<file path="config.mk">
export PLATFORM = sky130hd
export DESIGN_NAME = aag_top
export DESIGN_NICKNAME = d
export VERILOG_FILES = /design/src/aag_pkg.sv /design/src/aag_rms_det.sv /design/src/aag_top.sv
export SDC_FILE = /design/constraint.sdc
export NUM_CORES = 1
export LEC_CHECK = 0
export BUFFER_PORTS_ARGS = -buffer_cell sky130_fd_sc_hd__buf_2
export CAP_MARGIN = 20
export CORE_ASPECT_RATIO = 1.5
export CORE_MARGIN = 2
export CORE_UTILIZATION = 40
export CTS_CLUSTER_SIZE = 10
export DETAILED_ROUTE_END_ITERATION = 8
export GPL_ROUTABILITY_DRIVEN = 1
export PLACE_DENSITY_LB_ADDON = 0.05
export SYNTH_ARGS = -nofsm -noshare
export SYNTH_HDL_FRONTEND = slang
export SYNTH_HIERARCHICAL = 1
export SYNTH_SLANG_ARGS = --single-unit
</file>
<file path="constraint.sdc">
create_clock -name CLK_SYS_I -period 7.8 [get_ports CLK_SYS_I]
set_input_delay 0.39 -clock CLK_SYS_I [delete_from_list [all_inputs] [get_ports CLK_SYS_I]]
set_output_delay 0.39 -clock CLK_SYS_I [all_outputs]
set_load 0.02 [all_outputs]
</file>
<file path="src/aag_pkg.sv">
// package for the gain-control alarm routing block: register map, fields, resets, carriers
// assumes a classic wishbone slave with 32-bit data, one register per aligned word
package aag_pkg;
   // register indices; byte address is four times the index
   localparam logic [7:0] IDX_PWR_HI_LOW = 8'h22;
   localparam logic [7:0] IDX_PWR_HI_UPP = 8'h23;
   localparam logic [7:0] IDX_PWR_LO_LOW = 8'h24;
   localparam logic [7:0] IDX_PWR_LO_UPP = 8'h25;
   localparam logic [7:0] IDX_DET_ENABLE = 8'h20;
   localparam logic [7:0] IDX_BLK_LEN = 8'h21;
   localparam logic [7:0] IDX_RMS_FMT = 8'h27;
   localparam logic [7:0] IDX_AGC_RST = 8'h2b;
   localparam logic [7:0] IDX_PIN1_SEL = 8'h32;
   localparam logic [7:0] IDX_PIN2_SEL = 8'h33;
   localparam logic [7:0] IDX_PIN3_SEL = 8'h34;
   localparam logic [7:0] IDX_PIN4_SEL = 8'h35;
   localparam logic [7:0] IDX_PIN_DIR = 8'h37;
   localparam logic [7:0] IDX_IRQ_STAT = 8'h40;
   localparam logic [7:0] IDX_IRQ_MASK = 8'h41;
   localparam logic [7:0] IDX_DET_STAT = 8'h42;
   // field positions
   localparam int BIT_DET_EN = 0;
   localparam int BIT_RMS_FMT = 0;
   localparam int BIT_AGC_RST = 4;
   localparam int BLK_LEN_W = 5;
   localparam logic [4:0] BLK_LEN_MAX = 5'h10;
   localparam int DIR_W = 4;
   localparam logic [7:0] SEL_LAST = 8'h11;
   localparam logic [7:0] SEL_PER_CH = 8'h09;
   // reset values
   localparam logic [7:0] RST_BYTE = 8'h00;
   localparam logic [15:0] RST_THR = 16'h0000;
   // sample clock divided by 8 is one enable pulse every eight system clocks; the divider counts from 0 up to this value
   localparam logic [2:0] SAMPLE_DIV = 3'h7;
   // irq status bits
   localparam int IRQ_HIGH = 0;
   localparam int IRQ_LOW = 1;
   localparam int IRQ_BLOCK = 2;
   localparam int IRQ_W = 3;

   typedef struct packed
   {
      logic first_pk_0;
      logic first_pk_1;
      logic second_pk_0;
      logic second_pk_1;
      logic blk_high;
      logic blk_low;
      logic rms_0;
      logic rms_1;
      logic fast_ovr;
   } aag_flags_t;

   typedef struct packed
   {
      logic [15:0] high;
      logic [15:0] low;
   } aag_thr_t;
endpackage

</file>
<file path="src/aag_rms_det.sv">
// rms power detector: averages squared samples over 2^m enable ticks and compares
// assumes one squared sample per tick (unsigned, full scale = 2^16 per lsb scaling)
module aag_rms_det
(
   input wire logic clk_i,
   input wire logic rst_n_i,
   input wire logic enable_i,
   input wire logic tick_i,
   input wire logic [4:0] exp_i,
   input wire logic [15:0] power_i,
   input wire aag_pkg::aag_thr_t thr_i,
   input wire logic two_bit_i,
   output logic [1:0] flag_o,
   output logic done_o
);
   logic [32:0] acc_q, acc_d;
   logic [16:0] cnt_q, cnt_d;
   logic [1:0] flag_q, flag_d;
   logic done_q, done_d;
   logic [15:0] avg;
   logic [16:0] len;
   logic [32:0] sum;

   always_comb
   begin
      len = 17'h00001 << exp_i;
      // the block's last sample is summed in before the mean is taken
      sum = acc_q + 33'(power_i);
      avg = 16'(sum >> exp_i);
      acc_d = acc_q;
      cnt_d = cnt_q;
      flag_d = flag_q;
      done_d = 1'b0;
      if (!enable_i)
      begin
         // disabled detector holds flags clear and restarts the block
         acc_d = '0;
         cnt_d = '0;
         flag_d = 2'b00;
      end
      else if (tick_i)
      begin
         acc_d = sum;
         if (cnt_q + 17'h00001 >= len)
         begin
            cnt_d = '0;
            done_d = 1'b1;
            // thresholds are squared amplitude times 65536, same scale as power_i
            if (two_bit_i)
            begin
               flag_d[0] = (avg > thr_i.high) || (avg < thr_i.low);
               flag_d[1] = (avg > thr_i.high);
            end
            else
            begin
               flag_d[0] = (avg > thr_i.high);
               flag_d[1] = 1'b0;
            end
            acc_d = '0;
         end
         else
         begin
            cnt_d = cnt_q + 17'h00001;
         end
      end
   end

   always_ff @(posedge clk_i)
   begin
      if (!rst_n_i)
      begin
         acc_q <= '0;
         cnt_q <= '0;
         flag_q <= 2'b00;
         done_q <= 1'b0;
      end
      else
      begin
         acc_q <= acc_d;
         cnt_q <= cnt_d;
         flag_q <= flag_d;
         done_q <= done_d;
      end
   end

   assign flag_o = flag_q;
   assign done_o = done_q;
endmodule

</file>
<file path="src/aag_top.sv">
// register bank and alarm pin routing for the power detector page
// assumes a classic wishbone master, inputs synchronous to CLK_SYS_I
// Notes on behaviour
// average power is compared with a 16-bit high and a 16-bit low threshold to make rms flags.
// a threshold lsb is one part in 65536 of full-scale squared amplitude.
// rms flags are 1-bit when the format bit is 0 and 2-bit when it is 1.
// the gain-control module is held in reset while bit 4 of its reset register is 1.
// software writes 10h then 00h to the gain-control reset register before operation.
// codes 0 to 3 route the bits of the two filtered peak flags of channel a.
// codes 4, 5 and 8 route block peak high, block peak low and fast overrange of channel a.
// codes 6 and 7 route rms power flag bits 0 and 1 of channel a.
// codes 9 to 17 route the same nine signals from channel b.
// direction bits 0 to 3 make pins one to four inputs when 0 and outputs when 1.
// after reset all threshold, format, reset, select and direction fields are zero.
// the rms detector runs only while its enable bit is 1.
// the averaging block is 2^m ticks of the sample clock over 8, m from 0 to 16.
// software writes zeros to reserved bits; the device ignores them.
// input pins are not driven and select codes above 17 drive the pin low.
//
// Our own choice: the Wishbone register port.
module aag_top
(
   input wire logic CLK_SYS_I,
   input wire logic RST_B_I,
   input wire logic WB_CYC_I,
   input wire logic WB_STB_I,
   input wire logic WB_WE_I,
   input wire logic [9:0] WB_ADR_I,
   input wire logic [3:0] WB_SEL_I,
   input wire logic [31:0] WB_DAT_I,
   output logic [31:0] WB_DAT_O,
   output logic WB_ACK_O,
   input wire logic [15:0] CHA_POWER_I,
   input wire logic [15:0] CHB_POWER_I,
   input wire aag_pkg::aag_flags_t CHA_FLAGS_I,
   input wire aag_pkg::aag_flags_t CHB_FLAGS_I,
   input wire logic [3:0] PIN_I,
   output logic [3:0] PIN_O,
   output logic [3:0] PIN_OE_B_O,
   output logic [3:0] OSC_SEL_PIN_O,
   output logic AGC_RST_O,
   output logic IRQ_O
);
   typedef logic [7:0] aag_sel_t;

   logic det_en_q, det_en_d;
   logic [4:0] blk_q, blk_d;
   aag_pkg::aag_thr_t thr_q, thr_d;
   logic fmt_q, fmt_d;
   logic agc_rst_q, agc_rst_d;
   aag_sel_t sel_q [4], sel_d [4];
   logic [3:0] dir_q, dir_d;
   logic [2:0] irq_stat_q, irq_stat_d;
   logic [2:0] irq_mask_q, irq_mask_d;
   logic ack_q, ack_d;
   logic [31:0] rdat_q, rdat_d;
   logic [2:0] div_q, div_d;
   logic tick_q, tick_d;
   logic [3:0] pin_q, pin_d;
   logic [3:0] oe_b_q, oe_b_d;
   logic [3:0] osc_q, osc_d;
   logic irq_q, irq_d;
   logic [1:0] rms_a, rms_b;
   logic done_a, done_b;
   logic [1:0] rms_a_prev_q;
   logic run_en;
   logic wr;
   logic [7:0] idx;
   logic [7:0] wbyte;
   logic [2:0] ev;
   aag_pkg::aag_flags_t live_a, live_b;

   // pick one alarm bit from the nine-signal set of a channel
   function automatic logic pick(input aag_pkg::aag_flags_t f, input logic [7:0] c);
      logic r;
      r = 1'b0;
      case (c)
         8'h00: r = f.first_pk_0;
         8'h01: r = f.first_pk_1;
         8'h02: r = f.second_pk_0;
         8'h03: r = f.second_pk_1;
         8'h04: r = f.blk_high;
         8'h05: r = f.blk_low;
         8'h06: r = f.rms_0;
         8'h07: r = f.rms_1;
         8'h08: r = f.fast_ovr;
         default: r = 1'b0;
      endcase
      return r;
   endfunction

   function automatic logic route(input aag_pkg::aag_flags_t a, input aag_pkg::aag_flags_t b,
                                  input logic [7:0] c);
      logic r;
      r = 1'b0;
      if (c > aag_pkg::SEL_LAST)
         r = 1'b0;
      else if (c >= aag_pkg::SEL_PER_CH)
         r = pick(b, c - aag_pkg::SEL_PER_CH);
      else
         r = pick(a, c);
      return r;
   endfunction

   // detector is held cleared and restarted while the gain-control module sits in reset
   assign run_en = det_en_q && !agc_rst_q;

   aag_rms_det u_det_a
   (
      .clk_i(CLK_SYS_I),
      .rst_n_i(RST_B_I),
      .enable_i(run_en),
      .tick_i(tick_q),
      .exp_i(blk_q),
      .power_i(CHA_POWER_I),
      .thr_i(thr_q),
      .two_bit_i(fmt_q),
      .flag_o(rms_a),
      .done_o(done_a)
   );

   aag_rms_det u_det_b
   (
      .clk_i(CLK_SYS_I),
      .rst_n_i(RST_B_I),
      .enable_i(run_en),
      .tick_i(tick_q),
      .exp_i(blk_q),
      .power_i(CHB_POWER_I),
      .thr_i(thr_q),
      .two_bit_i(fmt_q),
      .flag_o(rms_b),
      .done_o(done_b)
   );

   always_comb
   begin
      live_a = CHA_FLAGS_I;
      live_a.rms_0 = rms_a[0];
      live_a.rms_1 = rms_a[1];
      live_b = CHB_FLAGS_I;
      live_b.rms_0 = rms_b[0];
      live_b.rms_1 = rms_b[1];
   end

   // bus decode: only byte lane 0 carries data, reserved bits are dropped on write
   assign idx = WB_ADR_I[9:2];
   assign wbyte = WB_DAT_I[7:0];
   assign wr = WB_CYC_I && WB_STB_I && WB_WE_I && !ack_q && WB_SEL_I[0];
   assign ev = {done_a | done_b, rms_a[1] & ~rms_a_prev_q[1], rms_a[0] & ~rms_a_prev_q[0]};

   always_comb
   begin
      det_en_d = det_en_q;
      blk_d = blk_q;
      thr_d = thr_q;
      fmt_d = fmt_q;
      agc_rst_d = agc_rst_q;
      sel_d = sel_q;
      dir_d = dir_q;
      irq_mask_d = irq_mask_q;
      irq_stat_d = irq_stat_q;
      if (wr)
      begin
         case (idx)
            aag_pkg::IDX_DET_ENABLE: det_en_d = wbyte[aag_pkg::BIT_DET_EN];
            aag_pkg::IDX_BLK_LEN:
               // exponents above 16 are clamped, the counter is only 17 bits
               blk_d = (wbyte[4:0] > aag_pkg::BLK_LEN_MAX) ? aag_pkg::BLK_LEN_MAX
                                                          : wbyte[4:0];
            aag_pkg::IDX_PWR_HI_LOW: thr_d.high[7:0] = wbyte;
            aag_pkg::IDX_PWR_HI_UPP: thr_d.high[15:8] = wbyte;
            aag_pkg::IDX_PWR_LO_LOW: thr_d.low[7:0] = wbyte;
            aag_pkg::IDX_PWR_LO_UPP: thr_d.low[15:8] = wbyte;
            aag_pkg::IDX_RMS_FMT: fmt_d = wbyte[aag_pkg::BIT_RMS_FMT];
            aag_pkg::IDX_AGC_RST: agc_rst_d = wbyte[aag_pkg::BIT_AGC_RST];
            aag_pkg::IDX_PIN1_SEL: sel_d[0] = wbyte;
            aag_pkg::IDX_PIN2_SEL: sel_d[1] = wbyte;
            aag_pkg::IDX_PIN3_SEL: sel_d[2] = wbyte;
            aag_pkg::IDX_PIN4_SEL: sel_d[3] = wbyte;
            aag_pkg::IDX_PIN_DIR: dir_d = wbyte[3:0];
            aag_pkg::IDX_IRQ_MASK: irq_mask_d = wbyte[2:0];
            aag_pkg::IDX_IRQ_STAT: irq_stat_d = irq_stat_q & ~wbyte[2:0];
            default: irq_stat_d = irq_stat_q;
         endcase
      end
      // a new event outranks a clear in the same cycle
      irq_stat_d = irq_stat_d | ev;
   end

   always_comb
   begin
      ack_d = WB_CYC_I && WB_STB_I && !ack_q;
      rdat_d = '0;
      if (WB_CYC_I && WB_STB_I && !WB_WE_I && !ack_q)
      begin
         case (idx)
            aag_pkg::IDX_DET_ENABLE: rdat_d[0] = det_en_q;
            aag_pkg::IDX_BLK_LEN: rdat_d[4:0] = blk_q;
            aag_pkg::IDX_PWR_HI_LOW: rdat_d[7:0] = thr_q.high[7:0];
            aag_pkg::IDX_PWR_HI_UPP: rdat_d[7:0] = thr_q.high[15:8];
            aag_pkg::IDX_PWR_LO_LOW: rdat_d[7:0] = thr_q.low[7:0];
            aag_pkg::IDX_PWR_LO_UPP: rdat_d[7:0] = thr_q.low[15:8];
            aag_pkg::IDX_RMS_FMT: rdat_d[0] = fmt_q;
            aag_pkg::IDX_AGC_RST: rdat_d[aag_pkg::BIT_AGC_RST] = agc_rst_q;
            aag_pkg::IDX_PIN1_SEL: rdat_d[7:0] = sel_q[0];
            aag_pkg::IDX_PIN2_SEL: rdat_d[7:0] = sel_q[1];
            aag_pkg::IDX_PIN3_SEL: rdat_d[7:0] = sel_q[2];
            aag_pkg::IDX_PIN4_SEL: rdat_d[7:0] = sel_q[3];
            aag_pkg::IDX_PIN_DIR: rdat_d[3:0] = dir_q;
            aag_pkg::IDX_IRQ_STAT: rdat_d[2:0] = irq_stat_q;
            aag_pkg::IDX_IRQ_MASK: rdat_d[2:0] = irq_mask_q;
            aag_pkg::IDX_DET_STAT: rdat_d[3:0] = {rms_b, rms_a};
            default: rdat_d = '0;
         endcase
      end
   end

   always_comb
   begin
      // divider gives the sample-clock-over-8 tick
      div_d = (div_q == aag_pkg::SAMPLE_DIV) ? 3'h0 : div_q + 3'h1;
      tick_d = (div_q == aag_pkg::SAMPLE_DIV);
      for (int i = 0; i < aag_pkg::DIR_W; i++)
      begin
         pin_d[i] = dir_q[i] ? route(live_a, live_b, sel_q[i]) : 1'b0;
         oe_b_d[i] = !dir_q[i];
         // input pins feed oscillator selection; output pins read as zero there
         osc_d[i] = dir_q[i] ? 1'b0 : PIN_I[i];
      end
      irq_d = |(irq_stat_q & irq_mask_q);
   end

   // configuration, status and the edge detector behind the status bits
   always_ff @(posedge CLK_SYS_I)
   begin
      if (!RST_B_I)
      begin
         det_en_q <= 1'b0;
         blk_q <= '0;
         thr_q <= {aag_pkg::RST_THR, aag_pkg::RST_THR};
         fmt_q <= 1'b0;
         agc_rst_q <= 1'b0;
         for (int i = 0; i < 4; i++)
            sel_q[i] <= aag_pkg::RST_BYTE;
         dir_q <= '0;
         irq_stat_q <= '0;
         irq_mask_q <= '0;
         rms_a_prev_q <= '0;
      end
      else
      begin
         det_en_q <= det_en_d;
         blk_q <= blk_d;
         thr_q <= thr_d;
         fmt_q <= fmt_d;
         agc_rst_q <= agc_rst_d;
         sel_q <= sel_d;
         dir_q <= dir_d;
         irq_stat_q <= irq_stat_d;
         irq_mask_q <= irq_mask_d;
         rms_a_prev_q <= rms_a;
      end
   end

   // bus answer
   always_ff @(posedge CLK_SYS_I)
   begin
      if (!RST_B_I)
      begin
         ack_q <= 1'b0;
         rdat_q <= '0;
      end
      else
      begin
         ack_q <= ack_d;
         rdat_q <= rdat_d;
      end
   end

   // divider and registered pin drive
   always_ff @(posedge CLK_SYS_I)
   begin
      if (!RST_B_I)
      begin
         div_q <= '0;
         tick_q <= 1'b0;
         pin_q <= '0;
         oe_b_q <= 4'hf;
         osc_q <= '0;
         irq_q <= 1'b0;
      end
      else
      begin
         div_q <= div_d;
         tick_q <= tick_d;
         pin_q <= pin_d;
         oe_b_q <= oe_b_d;
         osc_q <= osc_d;
         irq_q <= irq_d;
      end
   end

   assign WB_ACK_O = ack_q;
   assign WB_DAT_O = rdat_q;
   assign PIN_O = pin_q;
   assign PIN_OE_B_O = oe_b_q;
   assign OSC_SEL_PIN_O = osc_q;
   assign AGC_RST_O = agc_rst_q;
   assign IRQ_O = irq_q;
endmodule
</file>
Word level (Yosys, flattened, before mapping). Cells that the tools add are included.

$add $sub $neg: 9. Magnitude comparators: 15. Equality and inequality tests: 81. Shift-type cells: 3. Multiplexer cells: 28. Bitwise operators: 14. Reduce and logical (&&, ||, !) cells: 54.

Operators with widths (count): == test 8 x 3 -> 1 bit, second input constant (32); == test 8 x 2 -> 1 bit, second input constant (16); == test 8 x 6 -> 1 bit, second input constant (13); one-hot mux 1 bit (9 select lines) (8); adder 33 x 16 -> 33 bit (2); 2-to-1 mux 33 bit (2); >> shifter 33 x 5 -> 16 bit (2); == test 8 x 1 -> 1 bit, second input constant (8); == test 8 x 4 -> 1 bit, second input constant (8); logical NOT 8 bit (8); AND reduction 2 bit (18); adder 17 x 1 -> 17 bit, second input constant (2); >= comparator 17 bit (2); 2-to-1 mux 17 bit (2); >= comparator 8 x 4 -> 1 bit, second input constant (4); greater-than comparator 16 bit (2); greater-than comparator 8 x 5 -> 1 bit, second input constant (4); less-than comparator 16 bit (2); subtractor 8 x 4 -> 8 bit, second input constant (4); one-hot mux 2 bit (13 select lines) (1); == test 8 x 7 -> 1 bit, second input constant (3); one-hot mux 3 bit (8 select lines) (1); << shifter 1 x 5 -> 17 bit, first input constant (1); one-hot mux 1 bit (15 select lines) (1); other kinds (21) (58).

Bits in registers: 240. Bits of input ports: 105. Output and inout port bits: 47. Logic and storage cells: 243.

Logic depth before layout (Yosys ltp).
Depth in word-level cells: 6. Depth in mapped cells: 25. Depth with buffers taken out: 25.

Cells and area by module. Netlist, hierarchy kept.

Modules (own cells, without submodules): aag_rms_det (u_det_b) (instances 1, cells each 1030, area each 7348.3 um2, sequential area each 1061.0 um2); aag_rms_det (u_det_a) (instances 1, cells each 906, area each 6642.6 um2, sequential area each 1061.0 um2); aag_top (instances 1, cells each 661, area each 6102.1 um2, sequential area each 2202.1 um2).

Worst setup path after synthesis. Ideal clock, no wire load.

Kind: input to register. Start: input port CHB_POWER_I[4]. End: register u_det_b.flag_q[0] (netlist: u_det_b/flag_o[0]). Setup time: 0.069 ns. Data arrival time: 5.094 ns. Data required time: 7.731 ns. Path slack: 2.637 ns. Cell stages on the path: 20. Buffers on the path: 0. Path through: ha_1 > o211ai_1 > o21ai_2 > nand2_2 > a2111oi_4 > xnor2_2 > o22ai_1 > or3_1 > mux4_2 > a22o_1 > ha_1 > nand4_1 > nor3_1 > o21ai_0 > a21oi_1 > o21a_1 > nor4_1 > or4_1 > or4_1 > o21ai_1.

Word-level cells in the longest chain between the ends: 5. Elaborated cells between the ends (all ways): 6. Classes of those cells: add/sub: 1; order compare: 2; shift: 1; mux: 1; reduce/logical: 1.

Ends and longest elaborated chain: from (decl) (line aag_top.sv:34) `input wire logic [15:0] CHB_POWER_I,`; adder 33 x 16 -> 33 bit (*) (line aag_rms_det.sv:28) `sum = acc_q + 33'(power_i);`; >> shifter 33 x 5 -> 16 bit (*) (line aag_rms_det.sv:29) `avg = 16'(sum >> exp_i);`; greater-than comparator 16 bit or less-than comparator 16 bit (tied branches) (line aag_rms_det.sv:51, aag_rms_det.sv:56); logical OR 1 bit (line aag_rms_det.sv:51) `flag_d[0] = (avg > thr_i.high) || (avg < thr_i.low);`; 2-to-1 mux 2 bit (*) (line aag_rms_det.sv:49) `if (two_bit_i)`; to (signal assigned) (line aag_rms_det.sv:81) `flag_q <= flag_d;`; to (decl) (line aag_rms_det.sv:18) `logic [1:0] flag_q, flag_d;`.

Mark *: on every way between the ends. The rest lies on a longest branch, timed or not. A chain may end at the register's enable or synchronous reset.

Worst setup path in the final report.
Start: register u_det_b.acc_q[0]. End: register u_det_b.flag_q[0] (netlist: u_det_b/flag_o[0]).

Word-level cells in the longest chain between the ends: 5. Elaborated cells between the ends (all ways): 6. Classes of those cells: add/sub: 1; order compare: 2; shift: 1; mux: 1; reduce/logical: 1.

Ends and longest elaborated chain: from (decl) (line aag_rms_det.sv:16) `logic [32:0] acc_q, acc_d;`; from (signal assigned) (line aag_rms_det.sv:72) `acc_q <= '0;`; from (signal assigned) (line aag_rms_det.sv:79) `acc_q <= acc_d;`; adder 33 x 16 -> 33 bit (*) (line aag_rms_det.sv:28); >> shifter 33 x 5 -> 16 bit (*) (line aag_rms_det.sv:29); greater-than comparator 16 bit or less-than comparator 16 bit (tied branches) (line aag_rms_det.sv:51, aag_rms_det.sv:56); logical OR 1 bit (line aag_rms_det.sv:51); 2-to-1 mux 2 bit (*) (line aag_rms_det.sv:49).

Marked as above.

==> flow_summary.rst <==
.. list-table::
   :header-rows: 1

   * - Metric
     - Value
   * - Number of nets with antenna violations after detailed routing
     - 0
   * - Register area share after synthesis
     - 0.215
   * - Filler Cells Inserted
     - 5132
   * - Number of gates resized after cts
     - 0
   * - Most frequent cells in the layout
     - 268 x nand2_1, 224 x a21oi_1, 210 x dfxtp_1
   * - Number of enable-type register cells in the synthesized netlist
     - 0
   * - Max Clk Rate
     - 164 MHz
   * - Clock buffer depth
     - 3
   * - Residual DRC
     - 0
   * - Worst Hold Depth
     - 3
   * - Unrepaired setup endpoints after global routing
     - no
   * - Power consumption
     - approximately 2.6 mW
   * - Clock insertion delay at the later pin of the skew report
     - 560 ps
   * - First-pass GRT wire length
     - approximately 110 mm
   * - Gate Count Post-Synth
     - 2597
   * - Port buffer count
     - 94
   * - Synthesis-to-finish area growth
     - 7.32%
   * - Capturing point of the worst reg2reg path
     - u_det_b/flag_o[0]$_SDFFE_PN0P_
   * - Met3 WL post-DR
     - 2.63 mm
   * - Aggregate global routing overflow
     - 0
   * - Min setup slack post-route
     - approximately 1700 ps
   * - Power per cell area
     - 119 nW/um^2
   * - Most common flop cell mapped by yosys
     - dfxtp_1
   * - Post-Syn Area
     - 20100 um^2
   * - Root Buffer
     - clkbuf_16
   * - Total placed instance area
     - 20700 um^2
   * - Total clock buffers created by CTS
     - 28
   * - Number of distinct standard cells referenced by the synthesized netlist
     - approximately 110
   * - Met2 Routed Length
     - 37.1 mm
   * - Yosys warning total
     - 6
   * - Total number of placement rows
     - 100
   * - Placement Setup Slack
     - between 1500 and 2000 ps
   * - Initial Utilization
     - 0.405
   * - Post-DP HPWL
     - ~53 mm
   * - #FFs+latches synth
     - around 220
   * - Library cell occupying the most area in the post-synthesis netlist
     - dfxtp_1
   * - Start point of the worst min-delay path
     - PIN_I[2]
   * - Transition time at the pin with the least slew margin
     - 1080 ps
   * - Layout Cells excl Fill
     - 3233
   * - Antenna violations before repair
     - 0
   * - Routed length on met1
     - roughly 28 mm
   * - Initial DRC Count
     - 1049
   * - Shortest clock period the worst path allows after layout
     - ~6000 ps
   * - Post-route clock skew
     - 18.9 ps
   * - Proportion of netlist area held by the largest area contributor
     - 0.215
   * - Top sig layer
     - met4
   * - Total track usage
     - 0.263
   * - Avg Inst Size Synth
     - approximately 7.7 um^2
   * - Sort of element at the end of the critical path
     - register
   * - Cell area after layout
     - between 20000 and 25000 um^2
   * - Share of synthesized flip-flops with an asynchronous set or reset
     - 0
   * - Placed Cells
     - roughly 3200
   * - Final TNS setup
     - 0 ps
   * - Maximum ir drop on the vdd rail
     - 0.142 mV
   * - Cts-stage hold buffer count
     - 0
   * - Maximum capacitance violations
     - 0
   * - Static Leak
     - roughly 7.5 nW
   * - Critical path data required time
     - slightly above 8000 ps
   * - RD Place Congestion
     - 0.935
   * - Critical Path AT
     - approximately 6600 ps
   * - Peak fanout along the critical path
     - 9
   * - Sinks on Clock Net
     - 216
   * - Endpoint of the worst hold-timing path
     - OSC_SEL_PIN_O[2]$_SDFF_PP0_
   * - Final hold slack
     - between 30 and 40 ps
   * - Final Core Density
     - 0.434
   * - Core area
     - between 40000 and 50000 um^2
   * - Count of buffers added by post-CTS timing repair for setup
     - 0
   * - Number of vias after detailed routing
     - ~20000
   * - Vias in the first global route
     - around 19000
   * - Largest net degree at the start of global routing
     - 102
   * - Register-to-Register Path Depth
     - 21
   * - Category of the most critical setup path
     - register to register
   * - Number of H-tree levels
     - 1
   * - Die Outline Area
     - ~52000 um^2
   * - Most common cell after layout, fill and taps aside
     - nand2_1
   * - Vert. Die Dim
     - roughly 280 um
   * - Count of pins on the block boundary
     - 152
   * - Via density
     - a little over 6
   * - Routed length per placed instance
     - approximately 22 um
   * - Number of hold violations in the final report
     - 0
   * - Number of max-slew violations in the final report
     - 0
   * - CTS tree
     - built
   * - Final layout net count
     - roughly 2800
   * - Relative max-transition margin
     - 0.276
   * - Startpoint of the lowest-slack register-to-register path
     - u_det_b/acc_q[0]$_SDFFE_PN0P_
   * - Kind of launch point of the worst setup path
     - register
   * - # setup viols final
     - 0
   * - Width of the die
     - between 150 and 200 um
   * - Result of the run
     - completed
   * - Fraction of layout instances using a drive strength above 1
     - 0.108
   * - Cells taking the most area after synthesis
     - dfxtp_1 22%, ha_1 8.2%, mux2i_1 6.0%
   * - Total Wirelength
     - 70.7 mm
   * - Number of antenna diodes
     - 0
   * - Part of the cycle the worst path needs
     - 0.783
   * - Clock slew at the register clock pins of the worst setup and hold paths
     - 60 ps
   * - Internal reg-to-reg setup slack
     - approximately 1700 ps
   * - Iteration count of the initial detailed-routing pass
     - 6
   * - Worst min-delay path class
     - primary input to register
[logic make-up (layout without fill, tap and decap cells)]
logic type,Yosys count,after routing,synth area share
AOI/OAI and AO/OA,699,699,0.234
xor gates and xnor gates,83,83,0.0369
adders and majority gates,134,134,0.0842
buffers and inverters,307,257,0.0663
DFF,216,216,0.215
muxes,169,169,0.101
other,1,24,0.000187
and+or+nand+nor,988,988,0.262
[state kept, by name, indices dropped and copies added (netlist names), 4 cells and up]
| register | count |
|---|---|
| u_det_b/cnt_q | 17 |
| u_det_b/acc_q | 33 |
| thr_q | 32 |
| u_det_a/acc_q | 33 |
| WB_DAT_O | 8 |
| dir_q | 4 |
| OSC_SEL_PIN_O | 4 |
| blk_q | 5 |
| sel_q | 32 |
| PIN_O | 4 |
| u_det_a/cnt_q | 17 |
| PIN_OE_B_O | 4 |
[where the power goes]
part           total [mW]  internal, mW  switching (mW)
Sequential           1.11          1.11         0.00128
Combinational       0.251        0.0935           0.157
Clock                1.21         0.700           0.507
[worst max path at each step]
stage | from | to | cells past startpoint
CTS | u_det_b/acc_q[0]$_SDFFE_PN0P_ | u_det_b/flag_o[0]$_SDFFE_PN0P_ | 21
global route | u_det_b/acc_q[0]$_SDFFE_PN0P_ | u_det_b/flag_o[0]$_SDFFE_PN0P_ | 21
finish | u_det_b/acc_q[0]$_SDFFE_PN0P_ | u_det_b/flag_o[0]$_SDFFE_PN0P_ | 21
detailed placement | CHB_POWER_I[0] | u_det_b/flag_o[0]$_SDFFE_PN0P_ | 22
floorplan | CHB_POWER_I[4] | u_det_b/flag_o[0]$_SDFFE_PN0P_ | 20
global placement | CHB_POWER_I[0] | u_det_b/flag_o[0]$_SDFFE_PN0P_ | 22
[worst max-delay path, cell delays in order, from the launching register on]
cell and delay (ps):
dfxtp_1 310, ha_1 200, fa_1 430, a211oi_1 360, o21ai_2 220, and3_1 220, a2111oi_0 790, a311oi_1 110
a221oi_1 560, nor2_1 90, o32a_1 350, o22ai_1 310, ha_1 230, nand4_1 130, nor3_1 260, o21ai_0 130
a21oi_1 150, o21a_1 200, nor4_1 60, or4_1 390, or4_1 400, o21ai_1 120
[layout make-up]
type	instances	area, um^2	area share
inverter	99	372	0.0172
clock inverter	5	35.0	0.00162
timing repair buffer	117	656	0.0304
sequential	216	4330	0.201
tap	663	830	0.0385
clock buffer	36	792	0.0367
multi-input combinational	2097	14500	0.675
[synth_stat cells (all sizes together) (21+ instances only)]
cell    number
ha         132
clkbuf     127
o211ai      26
mux2        23
and3        41
a21o        34
mux4        25
a21oi      228
inv         96
mux2i      121
nand3      137
nand4       47
o21a        21
o21ai      116
a211oi      40
nand3b      35
nor2b       94
xor2        35
a21boi      23
nor3        62
a31oi       30
xnor2       48
and2        36
dfxtp      216
nor2       144
nand2      271
buf         81
[per-layer routing]
| metal | global-route usage | vias up |
|---|---|---|
| li1 | - | 9459 |
| met1 | 0.296 | 9437 |
| met2 | 0.503 | 523 |
| met3 | 0.0240 | 130 |
| met4 | 0.111 | 0 |
| met5 | 0 | - |
No activity file was read; power rests on OpenSTA's default activity.
